===== src/design/lpc_regs.svh =====
`ifndef LPC_REGS_SVH
`define LPC_REGS_SVH

// word indexes, byte address = index * 4, compared against adr[7:2]
`define LPC_CTRL_IDX        6'h11
`define LPC_IRQ_STATUS_IDX  6'h12
`define LPC_IRQ_MASK_IDX    6'h13
`define LPC_LINE_STATE_IDX  6'h14

// control register field positions
`define LPC_BIT_MANUAL_CAL  6
`define LPC_BIT_AUTO_AUTO_CALIBRATION_DISABLE   5
`define LPC_BIT_CUR_LIMIT   4
`define LPC_BIT_OVL_PROT    3
`define LPC_BIT_BILL_PROT   2
`define LPC_BIT_RX_OVL      1
`define LPC_BIT_BILL_TONE   0

// interrupt status and mask field positions
`define LPC_IRQ_BILL_TONE   0
`define LPC_IRQ_RX_OVL      1
`define LPC_IRQ_OVL_DET     2
`define LPC_IRQ_CAL_DONE    3

// line state field positions
`define LPC_ST_OVL_PROT     0
`define LPC_ST_BILL_PROT    1
`define LPC_ST_CAL_BUSY     2

// reset values and constants
`define LPC_CTRL_RST        8'h00
`define LPC_IRQ_RST         4'h0
`define LPC_SENSE_ALL_ONES  5'h1F
`define LPC_BUS_ZERO        32'h0000_0000

`endif


===== src/design/lpc_pkg.sv =====
package lpc_pkg;
    // dc termination mode select codes
    typedef enum logic [1:0] {
        LPC_TERM_LOW_VOLT   = 2'h0,
        LPC_TERM_LOWER_VOLT = 2'h1,
        LPC_TERM_STANDARD   = 2'h2,
        LPC_TERM_CUR_LIMIT  = 2'h3
    } lpc_term_mode_t;
endpackage


===== src/design/lpc_sticky_bit.sv =====
`timescale 1ns/1ps
module lpc_sticky_bit (
    input  wire logic i_sys_clk,
    input  wire logic i_srst,
    input  wire logic i_set,
    input  wire logic i_clr,
    output logic      o_flag
);
    import lpc_pkg::*;

    // sticky flag, a set in the clearing cycle wins
    always_ff @(posedge i_sys_clk) begin
        if (i_srst) begin
            o_flag <= 1'b0;
        end else if (i_set) begin
            o_flag <= 1'b1;
        end else if (i_clr) begin
            o_flag <= 1'b0;
        end
    end
endmodule


===== src/design/lpc_line_protect_ctrl.sv =====
// Behaviour
// reset clears every control register bit to zero.
// writing one to manual calibration bit 6 starts a calibration cycle.
// auto-calibration disable bit 5 set suppresses automatic calibration.
// current-limit bit 4 acts only in current-limiting termination mode.
// current-limit bit set there limits dc termination current below 60 mA.
// off-hook, overload enable, sense all ones: termination off, hook current reduced, flag set.
// host sets overload enable about 25 ms after going off-hook; the testbench sets it 20 clock cycles (about 500 ns) after.
// writing zero to overload enable releases the protected condition.
// off-hook, billing protect enabled, tone flag rising: 800 ohm, pin stops tracking.
// without billing protection event the termination pin tracks the receive input.
// receive overload flag bit 1 sets on excessive input, cleared by written zero.
// billing tone flag bit 0 sets on detected tone, cleared by written zero.
// termination select code 11 is the current-limiting mode.
// host always writes zero to reserved bit 7.
// writing one to a sticky flag leaves it unchanged.
`timescale 1ns/1ps
`include "lpc_regs.svh"
module lpc_line_protect_ctrl (
    input  wire logic                    i_sys_clk,
    input  wire logic                    i_srst,
    input  wire logic                    i_wb_cyc,
    input  wire logic                    i_wb_stb,
    input  wire logic                    i_wb_we,
    input  wire logic [7:0]              i_wb_adr,
    input  wire logic [3:0]              i_wb_sel,
    input  wire logic [31:0]             i_wb_dat,
    output logic      [31:0]             o_wb_dat,
    output logic                         o_wb_ack,
    input  wire logic                    i_off_hook,
    input  wire lpc_pkg::lpc_term_mode_t i_termination_mode_select,
    input  wire logic [4:0]              i_loop_voltage_current_sense,
    input  wire logic                    i_rx_overload_event,
    input  wire logic                    i_billing_tone_event,
    input  wire logic                    i_auto_cal_request,
    input  wire logic                    i_cal_done,
    output logic                         o_cal_start,
    output logic                         o_current_limit_active,
    output logic                         o_dc_term_off,
    output logic                         o_hook_current_reduce,
    output logic                         o_dc_termination_pin_track,
    output logic                         o_overload_detected_flag,
    output logic                         o_irq
);
    import lpc_pkg::*;

    logic       manual_calibration_start;
    logic       auto_calibration_disable;
    logic       termination_current_limit_enable;
    logic       overload_protect_enable;
    logic       billing_tone_protect_enable;
    logic       receive_overload_flag;
    logic       billing_tone_detected_flag;
    logic       cal_busy;
    logic       ovl_prot;
    logic       bill_prot;
    logic       btd_prev;
    logic       btd_rise;
    logic       ovl_trip;
    logic [3:0] irq_status;
    logic [3:0] irq_mask;
    logic [7:0] ctrl_value;
    logic       wb_hit;
    logic       wb_done;
    logic       wr_lane0;
    logic       ctrl_wr;
    logic       mask_wr;
    logic       status_rd;
    logic       manual_launch;
    logic       auto_launch;
    logic [5:0] sticky_set;
    logic [5:0] sticky_clr;
    logic [5:0] sticky_q;

    ////////////////////////////////////////////////////////////////////////
    // bus decode, access completes on the edge that sees ack high
    assign wb_hit    = i_wb_cyc & i_wb_stb;
    assign wb_done   = wb_hit & o_wb_ack;
    assign wr_lane0  = wb_done & i_wb_we & i_wb_sel[0];
    assign ctrl_wr   = wr_lane0 & (i_wb_adr[7:2] == `LPC_CTRL_IDX);
    assign mask_wr   = wr_lane0 & (i_wb_adr[7:2] == `LPC_IRQ_MASK_IDX);
    assign status_rd = wb_done & ~i_wb_we & (i_wb_adr[7:2] == `LPC_IRQ_STATUS_IDX);

    // readable image, reserved bit 7 reads zero
    assign ctrl_value = {1'b0, manual_calibration_start, auto_calibration_disable,
                         termination_current_limit_enable, overload_protect_enable,
                         billing_tone_protect_enable, receive_overload_flag,
                         billing_tone_detected_flag};

    // ack one cycle after the request, dropped the cycle after
    always_ff @(posedge i_sys_clk) begin
        if (i_srst) begin
            o_wb_ack <= 1'b0;
        end else begin
            o_wb_ack <= wb_hit & ~o_wb_ack;
        end
    end

    // read data latched with ack, unmapped words read zero
    always_ff @(posedge i_sys_clk) begin
        if (i_srst) begin
            o_wb_dat <= `LPC_BUS_ZERO;
        end else if (wb_hit & ~o_wb_ack & ~i_wb_we) begin
            if (i_wb_adr[7:2] == `LPC_CTRL_IDX) begin
                o_wb_dat <= {24'h00_0000, ctrl_value};
            end else if (i_wb_adr[7:2] == `LPC_IRQ_STATUS_IDX) begin
                o_wb_dat <= {28'h000_0000, irq_status};
            end else if (i_wb_adr[7:2] == `LPC_IRQ_MASK_IDX) begin
                o_wb_dat <= {28'h000_0000, irq_mask};
            end else if (i_wb_adr[7:2] == `LPC_LINE_STATE_IDX) begin
                o_wb_dat <= {29'h0000_0000, cal_busy, bill_prot, ovl_prot};
            end else begin
                o_wb_dat <= `LPC_BUS_ZERO;
            end
        end else begin
            o_wb_dat <= `LPC_BUS_ZERO;
        end
    end

    ////////////////////////////////////////////////////////////////////////
    // plain control bits, bit 7 is never stored
    always_ff @(posedge i_sys_clk) begin
        if (i_srst) begin
            auto_calibration_disable         <= 1'b0;
            termination_current_limit_enable <= 1'b0;
            overload_protect_enable          <= 1'b0;
            billing_tone_protect_enable      <= 1'b0;
        end else if (ctrl_wr) begin
            auto_calibration_disable         <= i_wb_dat[`LPC_BIT_AUTO_AUTO_CALIBRATION_DISABLE];
            termination_current_limit_enable <= i_wb_dat[`LPC_BIT_CUR_LIMIT];
            overload_protect_enable          <= i_wb_dat[`LPC_BIT_OVL_PROT];
            billing_tone_protect_enable      <= i_wb_dat[`LPC_BIT_BILL_PROT];
        end
    end

    ////////////////////////////////////////////////////////////////////////
    // calibration launch, manual or automatic when not disabled
    assign manual_launch = ctrl_wr & i_wb_dat[`LPC_BIT_MANUAL_CAL] & ~manual_calibration_start;
    assign auto_launch   = i_auto_cal_request & ~auto_calibration_disable & ~cal_busy & ~ctrl_wr;

    // manual bit stays set until the cycle finishes or a control write clears bit 6
    always_ff @(posedge i_sys_clk) begin
        if (i_srst) begin
            manual_calibration_start <= 1'b0;
        end else if (ctrl_wr) begin
            manual_calibration_start <= i_wb_dat[`LPC_BIT_MANUAL_CAL];
        end else if (i_cal_done) begin
            manual_calibration_start <= 1'b0;
        end
    end

    // one-cycle start pulse and busy tracking
    always_ff @(posedge i_sys_clk) begin
        if (i_srst) begin
            o_cal_start <= 1'b0;
            cal_busy    <= 1'b0;
        end else begin
            o_cal_start <= manual_launch | auto_launch;
            if (manual_launch | auto_launch) begin
                cal_busy <= 1'b1;
            end else if (i_cal_done) begin
                cal_busy <= 1'b0;
            end
        end
    end

    ////////////////////////////////////////////////////////////////////////
    // overload and billing tone protection states
    assign ovl_trip = i_off_hook & overload_protect_enable
                      & (i_loop_voltage_current_sense == `LPC_SENSE_ALL_ONES);
    assign btd_rise = billing_tone_detected_flag & ~btd_prev;

    always_ff @(posedge i_sys_clk) begin
        if (i_srst) begin
            ovl_prot <= 1'b0;
        end else if (~overload_protect_enable) begin
            ovl_prot <= 1'b0;
        end else if (ovl_trip) begin
            ovl_prot <= 1'b1;
        end
    end

    always_ff @(posedge i_sys_clk) begin
        if (i_srst) begin
            bill_prot <= 1'b0;
            btd_prev  <= 1'b0;
        end else begin
            btd_prev <= billing_tone_detected_flag;
            if (~billing_tone_protect_enable | ~i_off_hook) begin
                bill_prot <= 1'b0;
            end else if (btd_rise) begin
                bill_prot <= 1'b1;
            end
        end
    end

    // registered line-side controls
    always_ff @(posedge i_sys_clk) begin
        if (i_srst) begin
            o_current_limit_active     <= 1'b0;
            o_dc_term_off              <= 1'b0;
            o_hook_current_reduce      <= 1'b0;
            o_dc_termination_pin_track <= 1'b1;
            o_overload_detected_flag   <= 1'b0;
        end else begin
            o_current_limit_active     <= termination_current_limit_enable
                                          & (i_termination_mode_select == LPC_TERM_CUR_LIMIT);
            o_dc_term_off              <= ovl_prot | bill_prot;
            o_hook_current_reduce      <= ovl_prot;
            o_dc_termination_pin_track <= ~bill_prot;
            o_overload_detected_flag   <= ovl_prot;
        end
    end

    ////////////////////////////////////////////////////////////////////////
    // sticky flags: two control-register flags, four interrupt bits
    assign sticky_set = {i_cal_done & cal_busy, ovl_trip & ~ovl_prot,
                         i_rx_overload_event, i_billing_tone_event,
                         i_rx_overload_event, i_billing_tone_event};
    assign sticky_clr = {status_rd & o_wb_dat[`LPC_IRQ_CAL_DONE],
                         status_rd & o_wb_dat[`LPC_IRQ_OVL_DET],
                         status_rd & o_wb_dat[`LPC_IRQ_RX_OVL],
                         status_rd & o_wb_dat[`LPC_IRQ_BILL_TONE],
                         ctrl_wr & ~i_wb_dat[`LPC_BIT_RX_OVL],
                         ctrl_wr & ~i_wb_dat[`LPC_BIT_BILL_TONE]};

    genvar gi;
    generate
        for (gi = 0; gi < 6; gi = gi + 1) begin : g_sticky
            lpc_sticky_bit u_flag (
                .i_sys_clk (i_sys_clk),
                .i_srst    (i_srst),
                .i_set     (sticky_set[gi]),
                .i_clr     (sticky_clr[gi]),
                .o_flag    (sticky_q[gi])
            );
        end
    endgenerate

    assign billing_tone_detected_flag = sticky_q[0];
    assign receive_overload_flag      = sticky_q[1];
    assign irq_status                 = sticky_q[5:2];

    // interrupt mask and level output
    always_ff @(posedge i_sys_clk) begin
        if (i_srst) begin
            irq_mask <= `LPC_IRQ_RST;
            o_irq    <= 1'b0;
        end else begin
            if (mask_wr) begin
                irq_mask <= i_wb_dat[3:0];
            end
            o_irq <= |(irq_status & irq_mask);
        end
    end
endmodule


===== config.mk =====
export PLATFORM = sky130hd
export DESIGN_NAME = lpc_line_protect_ctrl
export DESIGN_NICKNAME = d
export VERILOG_FILES = /design/src/design/lpc_pkg.sv /design/src/design/lpc_sticky_bit.sv /design/src/design/lpc_line_protect_ctrl.sv
export VERILOG_INCLUDE_DIRS = /design/src /design/src/design
export SDC_FILE = /design/constraint.sdc
export NUM_CORES = 1
export LEC_CHECK = 0
export BUFFER_PORTS_ARGS = -buffer_cell sky130_fd_sc_hd__buf_2
export CORE_MARGIN = 1.5
export CORE_UTILIZATION = 38
export DETAILED_ROUTE_END_ITERATION = 6
export PLACE_DENSITY = 0.78
export SETUP_SLACK_MARGIN = 0.1
export SLEW_MARGIN = 20
export SYNTH_ARGS = -nofsm -noshare
export SYNTH_HDL_FRONTEND = slang
export SYNTH_HIERARCHICAL = 1
export SYNTH_SLANG_ARGS = --single-unit

===== constraint.sdc =====
create_clock -name i_sys_clk -period 1.7 [get_ports i_sys_clk]
set_input_delay 0.255 -clock i_sys_clk [delete_from_list [all_inputs] [get_ports i_sys_clk]]
set_output_delay 0.255 -clock i_sys_clk [all_outputs]
set_load 0.005 [all_outputs]

==> metrics.txt <==
DRT antenna net count=0; GPL Wtd Cong=0.869; Synth async-reset ratio=0; Die Ht=67.7 um; Max Freq=approximately 640 MHz; Max Cap Viol=0; status=complete, no violations; clock skew=approximately 3.0 ps; Area contributors post-synth=dfxtp_1 42%, buf_4 12%, mux2i_1 5.7%, nor2_1 4.0%, nand2b_1 3.9%; final cycle utilization of the critical path=0.915; global-route wire length before repair=5180 um; worst-case clock buffer depth=2; Worst Path Required=1930 ps; nets=~300; proportion of layout cells with a drive suffix above 1=0.342; clock root buffer=clkbuf_8; H-tree Lvls=2; GR Util All Layers=0.159; Post-Syn Instances=178; Min-Delay Path Class=in2reg; Tmin final=1550 ps; sw power=about 0.00035 W; Area Overhead vs Synth=24.3%; sequential group share of total power=0.542; drt total wl=approximately 3200 um; Yosys top cell area share=0.415; Seq/Total Area, Yosys=0.415; top_reg_cell synth=dfxtp_1; ANT cells=0; Core Util, Final=0.495; YS warnings=6; number of synthesized flops with an enable pin=0; I/O pin cnt=101; full die area=4590 sq um; mapped cell area=~1600 sq um; count of cell types in the netlist=31; Arrival @ worst endpoint=about 1800 ps; area leader, netlist=dfxtp_1; setup TNS=0 ps; Clock Power Share=0.363; initial antenna violation count=0; fin. max-slew vios=0; FP Rows=23; vias in the first global route=1,159; Clock Pin Slew Worst Setup and Hold Paths=60 ps; Final Hold Viols=0; I/O Buffers=45; worst skew pair latency=290 ps; gr ovfl total=0; RSZ-0062 raised after global routing=yes; DP Area=approximately 1900 sq um; mean post-synth cell area=between 8 and 9 sq um; Startpoint Class=flip-flop; final total power=0.00147 W; peak supply drop=0.379 mV; Pint=approximately 0.0011 W; Power Density=742 nW/um^2; Hold-fix buffers, CTS=0; CTS tree=built; design area=slightly below 2000 sq um; routed length per instance=between 10 and 15 um; Core Region=4000 sq um; largest net degree at the start of global routing=28; Final Setup Violations=0; starting DRC count in detailed routing=51; Comb pwr share=0.094; Seq cells post-synth=33; CP Max Fanout=2; Setup crit end kind=flip-flop; switching share of power=0.241; Chip Width=about 68 um; DR vias/cell=4.48; initial core utilization=0.398; placed wire-length estimate=approximately 2500 um; Leak=0.878 nW; drt drc=0; First-pass DRT Iterations=4; via count=1,287; Crit Path Category=reg2reg; Sinks on Clock Net=33; Num CTS Buffers=5
==> cells by family after synthesis <==
| logic type | after synthesis | synth area share |
|---|---|---|
| muxes | 9 | 0.0566 |
| buffers and inverters | 42 | 0.165 |
| other | 1 | 0.00236 |
| AOI/OAI and AO/OA | 24 | 0.0998 |
| DFF | 33 | 0.415 |
| and+or+nand+nor | 69 | 0.261 |
==> power groups by stage <==
stage	registers, W	logic [W]	clock network (W)
6_report	0.000797	0.000138	0.000533
5_1_grt	0.000797	0.000157	0.000574
2_1_floorplan	0.000812	0.000108	0
3_5_place_dp	0.000814	0.000131	0
3_3_place_gp	0.000813	0.000127	0
4_1_cts	0.000797	0.000134	0.000539
==> synthesized netlist by cell type, types with 2 or more instances <==
cell type / instances
clkbuf_1: 2
o221ai_1: 3
nor3b_1: 3
dfxtp_1: 33
or4_1: 2
nor2b_1: 2
and3_1: 3
a21oi_2: 6
nor4_1: 3
nand2_1: 9
buf_4: 26
and2_1: 8
nor2_1: 17
nor3_1: 3
nor4_4: 2
a21oi_1: 12
mux2i_1: 9
a22oi_1: 2
nand2b_1: 10
inv_1: 12
==> critical path: stages (launching register included) <==
cell and delay (ps):
dfxtp_1 310, or4_4 540, or4_4 540, a21oi_2 110
==> cells in the final DEF, fill, tap and decap left out, drive strengths merged, types with 2 or more instances in the layout <==
cell type,instances
nor3b,3
nor3,3
mux2i,9
nor2,17
a22oi,2
or4,2
a21oi,18
clkbuf,5
and3,3
nor4,5
and2,8
conb,25
o221ai,3
nand2b,10
dfxtp,33
buf,59
nor2b,2
or3b,2
nand2,9
inv,12
==> flip-flops by register name (all words and copies together), names as in the netlist <==
register,cells
o_wb_dat,7
o_current_limit_active,1
irq_mask,4
o_wb_ack,1
cal_busy,1
g_sticky.u_flag/o_flag,6
o_dc_termination_pin_track,1
manual_calibration_start,1
overload_protect_enable,1
o_irq,1
o_overload_detected_flag,1
o_dc_term_off,1
billing_tone_protect_enable,1
btd_prev,1
o_cal_start,1
auto_calibration_disable,1
ovl_prot,1
termination_current_limit_enable,1
bill_prot,1
==> layer usage <==
metal | global-route usage | routed length (um) | up-vias | part of all wire
met5 | 0 | 0 | - | 0
met4 | 0.0867 | 95 | 0 | 0.029
met1 | 0.186 | 1450 | 570 | 0.45
li1 | - | - | 659 | -
met3 | 0.0600 | 256 | 8 | 0.079
met2 | 0.248 | 1430 | 50 | 0.44
==> final timing paths <==
kind / startpoint / to / slack, ps / cells after the start
worst max-delay path: o_wb_ack / o_wb_dat[3] / 150 / 3
worst min register to register: bill_prot / o_dc_termination_pin_track / 450 / 1
worst min-delay path: i_wb_dat[5] / auto_calibration_disable / 200 / 3
worst max register to register: o_wb_ack / o_wb_dat[3] / 150 / 3
==> through the flow <==
step / setup WS (ps) / hold WS [ps] / std cells
floorplan: -99.0 / 317 / 202
global placement: -235 / 439 / 281
detailed placement: -228 / 440 / 281
CTS: 102 / 201 / 287
global route: 97.8 / 216 / 287
finish: 145 / 197 / 287
==> timing repair <==
action / 4_1_cts / 5_1_grt
pin swaps: 0 / 1
resized for setup: 3 / 6
setup buffers: 0 / 0
endpoints found under the hold margin: 0 / 0
cloned: 0 / 0
setup endpoints to repair: 5 / 8
==> final cells by class <==
cell class                 instances  area [sq um]
clock inverter                     1          5.00
fill                             398          2020
clock buffer                       5          68.8
multi-input combinational        127           802
inverter                          12          45.0
timing repair buffer              59           334
tap                               50          62.6
sequential                        33           661
(Power assumes the default switching activity.)
